**src/design/coar_consts.vh**
```
`ifndef COAR_CONSTS_VH
`define COAR_CONSTS_VH

// register byte offsets
`define COAR_OFF_CTRL 12'h000
`define COAR_OFF_CSEL 12'h004
`define COAR_OFF_ASEL 12'h008
`define COAR_OFF_STAT 12'h00C
`define COAR_OFF_MV 12'h010

// control register fields
`define COAR_CTRL_REV_BIT 0
`define COAR_CTRL_HC_BIT 1
`define COAR_CTRL_PAT_LSB 4
`define COAR_CTRL_PAT_W 4

// select register fields: four bits per output
`define COAR_SEL_W 4
`define COAR_CSEL_OUT1_LSB 0
`define COAR_CSEL_OUT2_LSB 4

// status register fields
`define COAR_STAT_OUT_LSB 0
`define COAR_STAT_ALEN_LSB 8

// reset values
`define COAR_RST_REV 1'b1
`define COAR_RST_HC 1'b0
`define COAR_RST_PAT 4'h0

// function codes for an output select
`define COAR_FN_NONE 4'h0
`define COAR_FN_HEAT 4'h1
`define COAR_FN_COOL 4'h2
`define COAR_FN_ALM1 4'h3
`define COAR_FN_ALM2 4'h4
`define COAR_FN_ALM3 4'h5
`define COAR_FN_ALM4 4'h6
`define COAR_FN_HTR 4'h7
`define COAR_FN_PEND 4'h8
`define COAR_FN_WB1 4'h9
`define COAR_FN_WB4 4'hC

`endif

```
**src/design/coar_router.v**
```verilog
// Implementation choices: the register addresses and the APB slave port.
`timescale 1ns/1ps
`include "coar_consts.vh"

module coar_router #(
	parameter HAS_HEATER_DETECT = 0,
	parameter HAS_CTRL_OUT2 = 0,
	parameter AUX_COUNT = 2,
	parameter PV_W = 16
) (
	input wire pclk,
	input wire presetn,
	input wire psel,
	input wire penable,
	input wire pwrite,
	input wire [11:0] paddr,
	input wire [31:0] pwdata,
	output wire [31:0] prdata,
	output wire pready,
	output wire pslverr,
	input wire [PV_W-1:0] process_value,
	input wire [PV_W-1:0] set_point,
	input wire heat_ctrl,
	input wire cool_ctrl,
	input wire [3:0] alarm_fn,
	input wire [3:0] work_bit,
	input wire heater_fault_alarm,
	input wire program_end,
	output wire [PV_W-1:0] manip_var,
	output wire action_direction_setting,
	output wire heat_cool_mode,
	output wire control_out1,
	output wire control_out2,
	output wire [3:0] aux_out,
	output wire [3:0] alarm_active
);

	reg rev_q;
	reg hc_q;
	reg [3:0] pat_q;
	reg [3:0] control_out1_select;
	reg [3:0] control_out2_select;
	reg [3:0] aux_out1_select;
	reg [3:0] aux_out2_select;
	reg [3:0] aux_out3_select;
	reg [3:0] aux_out4_select;
	reg [PV_W-1:0] mv_q;
	reg out1_q;
	reg out2_q;
	reg [3:0] aux_q;
	reg [31:0] prdata_q;

	wire wr_en;
	wire rd_setup;
	wire mapped;
	wire hc_new;
	wire [3:0] pat_new;
	wire [3:0] def_out2;
	wire [3:0] def_aux1;
	wire [3:0] def_aux2;
	wire [3:0] def_aux4;
	wire [3:0] hc_def_out2;
	wire [3:0] hc_def_aux2;
	wire [3:0] hc_def_aux4;
	wire [23:0] all_sel;
	wire [3:0] alarm_en;
	wire [15:0] fn_vec;
	wire [3:0] aux_mask;

	// apb slave: zero wait, read data captured in the setup cycle
	assign pready = 1'b1;
	assign mapped = (paddr == `COAR_OFF_CTRL) || (paddr == `COAR_OFF_CSEL) ||
		(paddr == `COAR_OFF_ASEL) || (paddr == `COAR_OFF_STAT) ||
		(paddr == `COAR_OFF_MV);
	assign pslverr = psel & penable & ~mapped;
	assign wr_en = psel & penable & pwrite & mapped;
	assign rd_setup = psel & ~penable & ~pwrite;
	assign prdata = prdata_q;

	assign hc_new = pwdata[`COAR_CTRL_HC_BIT];
	assign pat_new = pwdata[`COAR_CTRL_PAT_LSB +: `COAR_CTRL_PAT_W];

	// standard-mode defaults
	assign def_out2 = `COAR_FN_NONE;
	assign def_aux1 = HAS_HEATER_DETECT ? `COAR_FN_HTR : `COAR_FN_ALM1;
	assign def_aux2 = `COAR_FN_ALM2;
	assign def_aux4 = `COAR_FN_ALM4;

	// heating/cooling defaults: cooling lands where the fitted outputs allow
	assign hc_def_out2 = HAS_CTRL_OUT2 ? `COAR_FN_COOL : `COAR_FN_NONE;
	assign hc_def_aux2 = (AUX_COUNT == 2) ? `COAR_FN_COOL : `COAR_FN_ALM2;
	assign hc_def_aux4 = (AUX_COUNT == 4 && !HAS_CTRL_OUT2) ?
		`COAR_FN_COOL : `COAR_FN_ALM4;

	always @(posedge pclk or negedge presetn) begin
		if (!presetn) begin
			rev_q <= `COAR_RST_REV;
			hc_q <= `COAR_RST_HC;
			pat_q <= `COAR_RST_PAT;
			control_out1_select <= `COAR_FN_HEAT;
			control_out2_select <= `COAR_FN_NONE;
			aux_out1_select <= HAS_HEATER_DETECT ? `COAR_FN_HTR : `COAR_FN_ALM1;
			aux_out2_select <= `COAR_FN_ALM2;
			aux_out3_select <= `COAR_FN_ALM3;
			aux_out4_select <= `COAR_FN_ALM4;
		end else if (wr_en) begin
			case (paddr)
			`COAR_OFF_CTRL: begin
				// direction write leaves the routing untouched
				rev_q <= pwdata[`COAR_CTRL_REV_BIT];
				hc_q <= hc_new;
				pat_q <= pat_new;
				if (hc_new != hc_q) begin
					// mode change reloads every assignment
					control_out1_select <= `COAR_FN_HEAT;
					control_out2_select <= hc_new ? hc_def_out2 : def_out2;
					aux_out2_select <= hc_new ? hc_def_aux2 : def_aux2;
					aux_out3_select <= `COAR_FN_ALM3;
					aux_out4_select <= hc_new ? hc_def_aux4 : def_aux4;
				end
				// pattern switched on overrides the aux1 reload
				if (pat_new != `COAR_RST_PAT && pat_new != pat_q) begin
					aux_out1_select <= `COAR_FN_PEND;
				end else if (hc_new != hc_q) begin
					aux_out1_select <= def_aux1;
				end
			end
			`COAR_OFF_CSEL: begin
				control_out1_select <= pwdata[`COAR_CSEL_OUT1_LSB +: `COAR_SEL_W];
				control_out2_select <= pwdata[`COAR_CSEL_OUT2_LSB +: `COAR_SEL_W];
			end
			`COAR_OFF_ASEL: begin
				aux_out1_select <= pwdata[3:0];
				aux_out2_select <= pwdata[7:4];
				aux_out3_select <= pwdata[11:8];
				aux_out4_select <= pwdata[15:12];
			end
			default: begin
			end
			endcase
		end
	end

	// only fitted outputs take part in enabling alarms
	assign aux_mask = (AUX_COUNT >= 4) ? 4'hF : 4'h3;
	assign all_sel = {
		aux_mask[3] ? aux_out4_select : `COAR_FN_NONE,
		aux_mask[2] ? aux_out3_select : `COAR_FN_NONE,
		aux_out2_select,
		aux_out1_select,
		HAS_CTRL_OUT2 ? control_out2_select : `COAR_FN_NONE,
		control_out1_select};

	genvar gi;
	generate
		for (gi = 0; gi < 4; gi = gi + 1) begin : g_alen
			wire [5:0] hit;
			genvar gj;
			for (gj = 0; gj < 6; gj = gj + 1) begin : g_sel
				wire [3:0] s;
				assign s = all_sel[gj*4 +: 4];
				assign hit[gj] = (s == `COAR_FN_ALM1 + gi) ||
					(s >= `COAR_FN_WB1 && s <= `COAR_FN_WB4);
			end
			assign alarm_en[gi] = |hit;
		end
	endgenerate

	assign alarm_active = alarm_en;

	// function vector indexed by select code; unused codes route low
	assign fn_vec = {3'b000, work_bit, program_end, heater_fault_alarm,
		alarm_fn & alarm_en, cool_ctrl, heat_ctrl, 1'b0};

	always @(posedge pclk or negedge presetn) begin
		if (!presetn) begin
			out1_q <= 1'b0;
			out2_q <= 1'b0;
			aux_q <= 4'h0;
		end else begin
			out1_q <= fn_vec[control_out1_select];
			out2_q <= HAS_CTRL_OUT2 ? fn_vec[control_out2_select] : 1'b0;
			aux_q[0] <= fn_vec[aux_out1_select];
			aux_q[1] <= fn_vec[aux_out2_select];
			aux_q[2] <= aux_mask[2] & fn_vec[aux_out3_select];
			aux_q[3] <= aux_mask[3] & fn_vec[aux_out4_select];
		end
	end

	assign control_out1 = out1_q;
	assign control_out2 = out2_q;
	assign aux_out = aux_q;

	// manipulated variable follows the deviation in the chosen sense
	always @(posedge pclk or negedge presetn) begin
		if (!presetn) begin
			mv_q <= {PV_W{1'b0}};
		end else if (rev_q) begin
			mv_q <= set_point - process_value;
		end else begin
			mv_q <= process_value - set_point;
		end
	end

	assign manip_var = mv_q;
	assign action_direction_setting = rev_q;
	assign heat_cool_mode = hc_q;

	always @(posedge pclk or negedge presetn) begin
		if (!presetn) begin
			prdata_q <= 32'h0000_0000;
		end else if (rd_setup) begin
			case (paddr)
			`COAR_OFF_CTRL: prdata_q <= {24'h00_0000, pat_q, 2'b00, hc_q, rev_q};
			`COAR_OFF_CSEL: prdata_q <= {24'h00_0000, control_out2_select,
				control_out1_select};
			`COAR_OFF_ASEL: prdata_q <= {16'h0000, aux_out4_select, aux_out3_select,
				aux_out2_select, aux_out1_select};
			`COAR_OFF_STAT: prdata_q <= {20'h0_0000, alarm_en, 2'b00, aux_q,
				out2_q, out1_q};
			`COAR_OFF_MV: prdata_q <= {{(32-PV_W){1'b0}}, mv_q};
			default: prdata_q <= 32'h0000_0000;
			endcase
		end
	end

endmodule // coar_router

```
**config.mk**
```make
export PLATFORM = sky130hd
export DESIGN_NAME = coar_router
export DESIGN_NICKNAME = d
export VERILOG_FILES = /design/src/design/coar_router.v
export VERILOG_INCLUDE_DIRS = /design/src /design/src/design
export SDC_FILE = /design/constraint.sdc
export NUM_CORES = 1
export LEC_CHECK = 0
export BUFFER_PORTS_ARGS = -buffer_cell sky130_fd_sc_hd__buf_2
export CORE_MARGIN = 4
export CORE_UTILIZATION = 52
export CTS_BUF_LIST = sky130_fd_sc_hd__clkbuf_4 sky130_fd_sc_hd__clkbuf_8
export CTS_CLUSTER_DIAMETER = 60
export DETAILED_ROUTE_END_ITERATION = 7
export PLACE_DENSITY = 0.81
export SLEW_MARGIN = 20
export SYNTH_ARGS = -nofsm -noshare
export SYNTH_HDL_FRONTEND = slang
export SYNTH_SLANG_ARGS = --single-unit
```
**constraint.sdc**
```tcl
create_clock -name pclk -period 3.1 [get_ports pclk]
set_input_delay 0.93 -clock pclk [delete_from_list [all_inputs] [get_ports pclk]]
set_output_delay 0.93 -clock pclk [all_outputs]
set_load 0.1 [all_outputs]
```
Word level (Yosys, flattened, before mapping) --
Cells that the tools add are included.
Word-level totals: output and inout bits 62, word-level logic and storage cells 108, register bits 81, bits of input ports 93
Cells by class: equality and inequality tests 20, multiplexer cells 22, reductions and logical operators 32, magnitude comparators 9, bitwise logic cells 10, add/subtract/negate cells 2
Operators by type and width (count):
- $pmux W16 S5 | 1
- $pmux W4 S2 | 6
- $eq A4 B3 Y1 const B | 9
- $sub A16 B16 Y16 | 2
- $mux W4 | 7
- $eq A12 B4 Y1 const B | 2
- $logic_or A1 B1 Y1 | 16
- $mux W16 | 1
- $lt A4 B5 Y1 const B | 3
- $bmux W1 S4 | 3
- $eq A12 B3 Y1 const B | 1
- $eq A12 B5 Y1 const B | 1
- $eq A4 B2 Y1 const B | 3
- $ge A4 B4 Y1 const B | 3
- $le A4 B4 Y1 const B | 3
- $logic_not A12 Y1 | 1
- $reduce_or A3 Y1 | 4
- $reduce_and A3 Y1 | 3
- $and A1 B1 Y1 | 6
- $and A4 B4 Y4 | 1
- $logic_and A1 B1 Y1 | 4
- $ne A4 B4 Y1 | 1
- $reduce_bool A2 Y1 | 2
- $reduce_bool A4 Y1 | 1
- other kinds (7) | 11

Depth between registers and ports, before layout --
Gate-level depths: netlist of the first run.
depth after elaboration 7, depth in mapped cells 9, depth with buffers taken out 9

Least setup slack after synthesis of the first run --
OpenSTA, ideal clock, no wires.
path type input to output, start input paddr[2], end output pslverr, arrival time 2.989 ns, path buffers 2, path slack -0.819 ns, stages 5, cell sequence clkbuf_1 or2_2 nor3_2 buf_4 nor2_1
Between the ends: longest elaborated chain between the ends 7
RTL lines:
- start: declaration | RTL line coar_router.v:16 | input wire [11:0] paddr,
- $eq A12 B3 Y1 / $logic_not A12 Y1 (equally long branches)
- $logic_or A1 B1 Y1 (3 in series) | RTL line coar_router.v:72 | assign mapped = (paddr == `COAR_OFF_CTRL) || (paddr == `COAR_OFF_CSEL) ||
- $logic_or A1 B1 Y1 (*) | RTL line coar_router.v:72
- $not A1 Y1 (*) | RTL line coar_router.v:75 | assign pslverr = psel & penable & ~mapped;
- $and A1 B1 Y1 (*) | RTL line coar_router.v:75
- end: declaration | RTL line coar_router.v:20 | output wire pslverr,
Mark *: on every way between the ends. The rest lies on a longest branch, timed or not.

Worst setup path after layout of the first run --
start register control_out1_select[2], end output alarm_active[3]
Between the ends: longest elaborated chain between the ends 4
RTL lines:
- start: declaration | RTL line coar_router.v:41 | reg [3:0] control_out1_select;
- start signal: assignment | RTL line coar_router.v:100 | control_out1_select <= `COAR_FN_HEAT;
- start signal: assignment | RTL line coar_router.v:115 | control_out1_select <= `COAR_FN_HEAT;
- start signal: assignment | RTL line coar_router.v:129 | control_out1_select <= pwdata[`COAR_CSEL_OUT1_LSB +: `COAR_SEL_W];
- $ge A4 B4 Y1 (no source line) / $le A4 B4 Y1 (equally long branches)
- $logic_and A1 B1 Y1 (no source line)
- $logic_or A1 B1 Y1 (*) | RTL line coar_router.v:162 | assign hit[gj] = (s == `COAR_FN_ALM1 + gi) ||
- $reduce_or A3 Y1 (*) | RTL line coar_router.v:165 | assign alarm_en[gi] = |hit;
- end: declaration | RTL line coar_router.v:35 | output wire [3:0] alarm_active
Marks and branches as above.

==> impl_metrics.toml, run 1 <==
[synthesis]
synth_top_family_by_area = "compound AO/OA/AOI/OAI gates"
synthesis.area_um2 = 5026
ys_warn_count = 0
synth_compound_area_share_pct = 19.49
ys_async_sr_fraction_pct = 100.0
synthTopCellsByCount = "nand2_1 (73), dfrtp_1 (56), inv_1 (41)"
synth_area_leaders = "dfrtp_1 (28%), ha_1 (7.5%), nand2_1 (5.5%), dfstp_2 (4.7%), buf_4 (3.3%)"
synthDominantCellAreaShare_pct = 27.88
yosysMostFrequentCell = "nand2_1"
synth-simple-area-share_pct = 18.99
synth_mux_area_share_pct = 6.672
synth_area_leader_cell = "dfrtp_1"
syn_inst = 584
yosysUniqueCellTypes = 70
avgSynthCellArea_um2 = 8.606
synthXorXnorAreaFrac_pct = 3.834
synth_top_flop_cell = "dfrtp_1"
synthAdderAreaFrac_pct = 8.265
ys_seq_area_share_pct = 32.59
synth-seq-cells = 65
synth_edf_count = 0

[power]
p_total_uw = 2594
ir_worst_vdd_mv = 0.2654
leakagePower_uw = 0.003022
cellPowerDensity_nw_per_um2 = 429.1

[grt]
grt_use_total_pct = 23.78
grt_util_met1_pct = 29.67
antenna_found_initial = 0
grt_use_met3_pct = 4.068
grt_pass1_wl_um = 21820
grt_use_met2_pct = 41.22
grt_busiest_layer = "met2"
grt_pass1_vias = 4559
grt_overflow = 0
grt_max_degree = 66

[clocking]
cts_sinks = 65
cts_buffers = 9
clk_latency_ns = 0.34
path_clk_slew_ns = 0.07
cts_tree = "built"
h-tree-depth = 3
cts.path.max_buffers = 2
cts-root-buf = "clkbuf_8"

[route]
wire_per_inst_um = 16.30
vias_per_cell = 5.737
num_vias = 4813
drt-total-wl_um = 13680
ant_nets = 0
first_pass_iters = 6
dr.first_iter.drc_count = 369
drc = 0

[timing]
slew_violations = 0
finalClockSkew_ns = 0.009460
max_freq_mhz = 309.8
holdWs_ns = 0.4721
grt_setup_unrepaired = "true"
period_share_pct = 104.1
setup_viol = 3
setup_ws_ns = -0.1276
slew_headroom_pct = 47.64
hold_viol = 0
period_minus_slack_ns = 3.228
worst_pin_slew_ns = 0.7854

[die]
pin_count = 155
die-area_um2 = 11300
die_h_um = 106.3
core_um2 = 9328
dieWidth_um = 106.3
initial_core_util_pct = 53.88
row_count = 35

[finish]
regArea_um2 = 1638
fin_nets = 830
multi_input_area_um2 = 2984
n_antenna_cell = 0
fin_util_pct = 64.80
layout-drive-gt1-share_pct = 28.03
nFillCells = 780
syn2layout_area_growth_pct = 20.26

[run_status]
violations = "setup timing"
status = "finished, violations left"

[setup_path]
worstPathArrival_ns = 2.30
start_kind = "flop"
crit_fanout = 4
crit_path_end_kind = "output port"
worstPathCellList = "or3_1 > and3_1 > a221o_1 > or4_4 > buf_12"
critical_path.max_stage_delay_ns = 0.57
path_class = "flop to output port"
slowest_stage = "or4_4"
cp_data_required_time_ns = 2.17

[job]
maxCapViolCount = 0

[place]
dp_hpwl_um = 10880
preCtsSetupSlack_ns = -0.0006433
portBuffers = 118
gp_congestion = 0.9129

[min_path]
min_path_type = "flop to flop"
where the power goes:
group	switching (uW)	leakage, uW	total (uW)	internal, uW
logic	686	0.00207	871	185
registers	41.7	0.000831	936	895
clock network	304	0.000117	786	482
path summary, 6_finish.rpt:
kind,depth (start not counted),end,slack (ns),from
min in group asynchronous,2,prdata[14],0.75,presetn
min reg2reg,2,control_out2_select[2],0.47,control_out2_select[2]
max reg2reg,6,manip_var[14],0.62,action_direction_setting
max,5,alarm_active[3],-0.13,control_out1_select[2]
max in group asynchronous,2,aux_out2_select[1],1.82,presetn
min,2,control_out2_select[2],0.47,control_out2_select[2]
logic make-up after synthesis:
family	Yosys count
compound gates	148
flops	65
mux	27
other cells	2
fa+ha+maj	32
buf+inv	98
xor+xnor	22
simple gates	190
state kept, by name (all words and copies together), names as in the netlist:
name                      count
action_direction_setting      1
aux_out                       2
heat_cool_mode                1
control_out2_select           4
aux_out1_select               4
pat_q                         4
control_out1_select           4
manip_var                    16
aux_out4_select               4
control_out1                  1
aux_out3_select               4
aux_out2_select               4
prdata                       16
layer usage:
layer	part of all wire, %	wire length, um
met1	40	5467
met2	51	6912
met3	7.2	984
met4	2.3	314
met5	0	0
area by class of cell:
| type | instances | area share, % |
|---|---|---|
| Multi-Input combinational cell | 439 | 49.37 |
| Sequential cell | 65 | 27.10 |
| Timing Repair Buffer | 149 | 14.61 |
| Tap cell | 129 | 2.670 |
| Inverter | 41 | 2.546 |
| Clock buffer | 11 | 2.401 |
| Clock inverter | 5 | 1.304 |
layout by cell type (no fill, tap or decap), types with 4 or more instances in the layout:
| cell type | Yosys | final |
|---|---|---|
| buf_2 | 8 | 114 |
| nor2_1 | 35 | 34 |
| nand2_1 | 73 | 73 |
| o31ai_1 | 4 | 4 |
| buf_4 | 22 | 31 |
| mux2_2 | 5 | 5 |
| a21o_1 | 9 | 9 |
| o211ai_1 | 4 | 4 |
| a221oi_1 | 5 | 5 |
| xnor2_1 | 13 | 13 |
| or3_1 | 4 | 4 |
| inv_1 | 41 | 41 |
| nor3b_1 | 7 | 7 |
| nand2b_1 | 4 | 4 |
| nor3_1 | 8 | 7 |
| mux2_1 | 7 | 7 |
| a21oi_1 | 32 | 32 |
| a22oi_1 | 13 | 13 |
| mux4_2 | 4 | 4 |
| dfstp_2 | 9 | 9 |
| o21ai_0 | 11 | 11 |
| o21ai_1 | 27 | 27 |
| ha_1 | 30 | 30 |
| conb_1 | 2 | 20 |
| buf_12 | 0 | 4 |
| dfrtp_1 | 56 | 56 |
| nor2b_1 | 7 | 7 |
| a222oi_1 | 6 | 6 |
| clkbuf_8 | 0 | 10 |
| and3_1 | 6 | 6 |
| mux2i_1 | 11 | 11 |
| a211oi_1 | 6 | 6 |
| xor2_1 | 9 | 9 |
| a31oi_1 | 12 | 12 |
| nand3_1 | 23 | 23 |
what timing repair did:
action / in CTS / in global routing
resized for setup: 13 / 2
endpoints found under the setup margin: 4 / 4
hold buffers: 0 / 0
cloned: 0 / 0
buffers inserted: 1 / 1
pin swaps: 5 / 2
worst max-delay path: cells and delay by family, from the launching register on:
kind / cells / cell delay (ns)
compound gates: 1 / 0.31
simple gates: 3 / 1.07
flops: 1 / 0.38
buf+inv: 1 / 0.19
through the flow:
step / cells / setup TNS, ns / cell area (um^2)
after floorplan: 602 / -0.04865 / 5107
after global placement: 821 / -0.03774 / 5747
after detailed placement: 821 / -0.0006433 / 5747
after CTS: 838 / -0.3362 / 6026
after global routing: 839 / -0.5019 / 6045
final: 839 / -0.2568 / 6045
No activity file was read; power rests on OpenSTA's default activity.
==> run 2, diff against run 1 <==
--- a/config.mk
+++ b/config.mk
@@ -9,7 +9,7 @@
 export BUFFER_PORTS_ARGS = -buffer_cell sky130_fd_sc_hd__buf_2
 export CORE_MARGIN = 4
 export CORE_UTILIZATION = 52
-export CTS_BUF_LIST = sky130_fd_sc_hd__clkbuf_4 sky130_fd_sc_hd__clkbuf_8
+export CTS_BUF_LIST = sky130_fd_sc_hd__clkbuf_8
 export CTS_CLUSTER_DIAMETER = 60
 export DETAILED_ROUTE_END_ITERATION = 7
 export PLACE_DENSITY = 0.81
==> run 2 against run 1 <==
Via count down 0.77%. Highest routed layer unchanged. Sequential share of layout area about the same. Flip-flop and latch count unchanged. Die area unchanged. The flow still finishes with violations (setup timing). Clock skew up 0.0015 ns. Clock-buffer cell count down 1. Wire length down 0.18%. Final cell count unchanged. Core utilization about the same. Non-clock buffer count unchanged. Worst hold slack about the same. First-iteration DRC count down 6.5%.
==> impl_metrics.toml, run 2 (synthesis gave the netlist of run 1 again) <==
[run_status]
status = "finished, violations left"
violations = "setup timing"

[job]
maxCapViolCount = 0

[clocking]
cts-root-buf = "clkbuf_8"
cts.path.max_buffers = 2
cts_tree = "built"
clk_latency_ns = 0.34
h-tree-depth = 3
cts_sinks = 65
cts_buffers = 9
path_clk_slew_ns = 0.07
cts-hold-fix-buffers = 0

[route]
dr.first_iter.drc_count = 345
drt-total-wl_um = 13660
wire_per_inst_um = 16.28
vias_per_cell = 5.692
first_pass_iters = 6
num_vias = 4776
ant_nets = 0
drc = 0

[setup_path]
reg2reg_slack_ns = 0.64
r2r-end = "manip_var[14]"
worstPathArrival_ns = 2.30
crit_fanout = 4
crit_path_start = "control_out1_select[2]"
endpoint = "alarm_active[3]"
start_kind = "flop"
ff2ff_path_depth = 6
critical_path.max_stage_delay_ns = 0.57
worstPathCellList = "or3_1 > and3_1 > a221o_1 > or4_4 > buf_12"
rr_startpoint = "action_direction_setting"
cp_data_required_time_ns = 2.17
path_class = "flop to output port"
crit_path_end_kind = "output port"
slowest_stage = "or4_4"

[die]
initial_core_util_pct = 53.88
die-area_um2 = 11300
pin_count = 155
die_h_um = 106.3
core_um2 = 9328
row_count = 35
dieWidth_um = 106.3

[timing]
slew_violations = 0
setup_viol = 3
period_minus_slack_ns = 3.226
period_share_pct = 104.1
setup_ws_ns = -0.1258
finalClockSkew_ns = 0.01097
max_freq_mhz = 310.0
worst_pin_slew_ns = 0.7948
slew_headroom_pct = 47.02
hold_viol = 0
grt_setup_unrepaired = "true"

[grt]
grt_max_degree = 66
antenna_found_initial = 0
grt_overflow = 0
grt_use_total_pct = 23.77
grt_pass1_wl_um = 21870
grt_pass1_vias = 4579

[min_path]
min_path_type = "flop to flop"

[place]
gp_congestion = 0.9129
preCtsSetupSlack_ns = -0.0006433
dp_hpwl_um = 10880
portBuffers = 118

[finish]
fin_util_pct = 64.76
syn2layout_area_growth_pct = 20.19
layout_commonest_cell = "buf_2"
layout_common_cells = "buf_2 (114), nand2_1 (73), dfrtp_1 (56)"
n_antenna_cell = 0
fin_nets = 830
layout-drive-gt1-share_pct = 27.89

[power]
leakagePower_uw = 0.003023
cellPowerDensity_nw_per_um2 = 427.5
ir_worst_vdd_mv = 0.2658
-- run 2: worst max-delay path: cells and delay by family (launching register included) --
family	cells	cell delay, ns
buffers and inverters	1	0.19
and+or+nand+nor	3	1.07
AOI/OAI and AO/OA	1	0.31
DFF	1	0.38
-- run 2: power by group --
group	leakage (uW)	total (uW)	internal, uW	switching (uW)
Combinational	0.00207	871	185	686
Sequential	0.000831	937	895	42.7
Clock	0.000117	774	470	304
Total	0.00302	2580	1550	1030
-- run 2: through the flow --
stage          hold WS [ns]  instance area [um^2]  cells  total power (uW)    TNS [ns]
5_1_grt              0.4979                  6041    839              2687     -0.4894
6_report             0.4721                  6041    839              2582     -0.2439
2_1_floorplan        0.4386                  5107    602              1618    -0.04865
3_3_place_gp         0.4521                  5747    821              1801    -0.03774
4_1_cts              0.4737                  6022    838              2592     -0.3298
3_5_place_dp         0.4598                  5747    821              1815  -0.0006433
-- run 2: final cells by class --
type | instances | area, um^2
Clock buffer | 10 | 137.6
Inverter | 41 | 153.9
Sequential cell | 65 | 1638
Timing Repair Buffer | 149 | 883.3
Tap cell | 129 | 161.4
Clock inverter | 6 | 82.58
Multi-Input combinational cell | 439 | 2984
Fill cell | 780 | 3287
-- run 2: per-layer routing --
metal	up-vias	wire length, um	GRT usage, %	part of all wire, %
met5	-	0	0	0
met4	0	345	8.696	2.5
met3	37	898	3.947	6.6
met2	202	6905	41.36	51
met1	2272	5506	29.61	40
li1	2265	-	-	-
-- run 2: worst min path at each step --
stage	from	end	depth (start not counted)
after floorplan	control_out2_select[0]	control_out2_select[0]	2
after global routing	control_out2_select[3]	control_out2_select[3]	2
after detailed placement	aux_out4_select[0]	aux_out4_select[0]	2
final	control_out2_select[3]	control_out2_select[3]	2
after CTS	aux_out4_select[0]	aux_out4_select[0]	2
after global placement	aux_out3_select[3]	aux_out3_select[3]	2
-- run 2: repair_timing --
action,CTS,global route
setup endpoints to repair,4,4
endpoints found under the hold margin,0,0
pin swaps,5,2
setup buffers,1,1
gates resized for setup,13,2
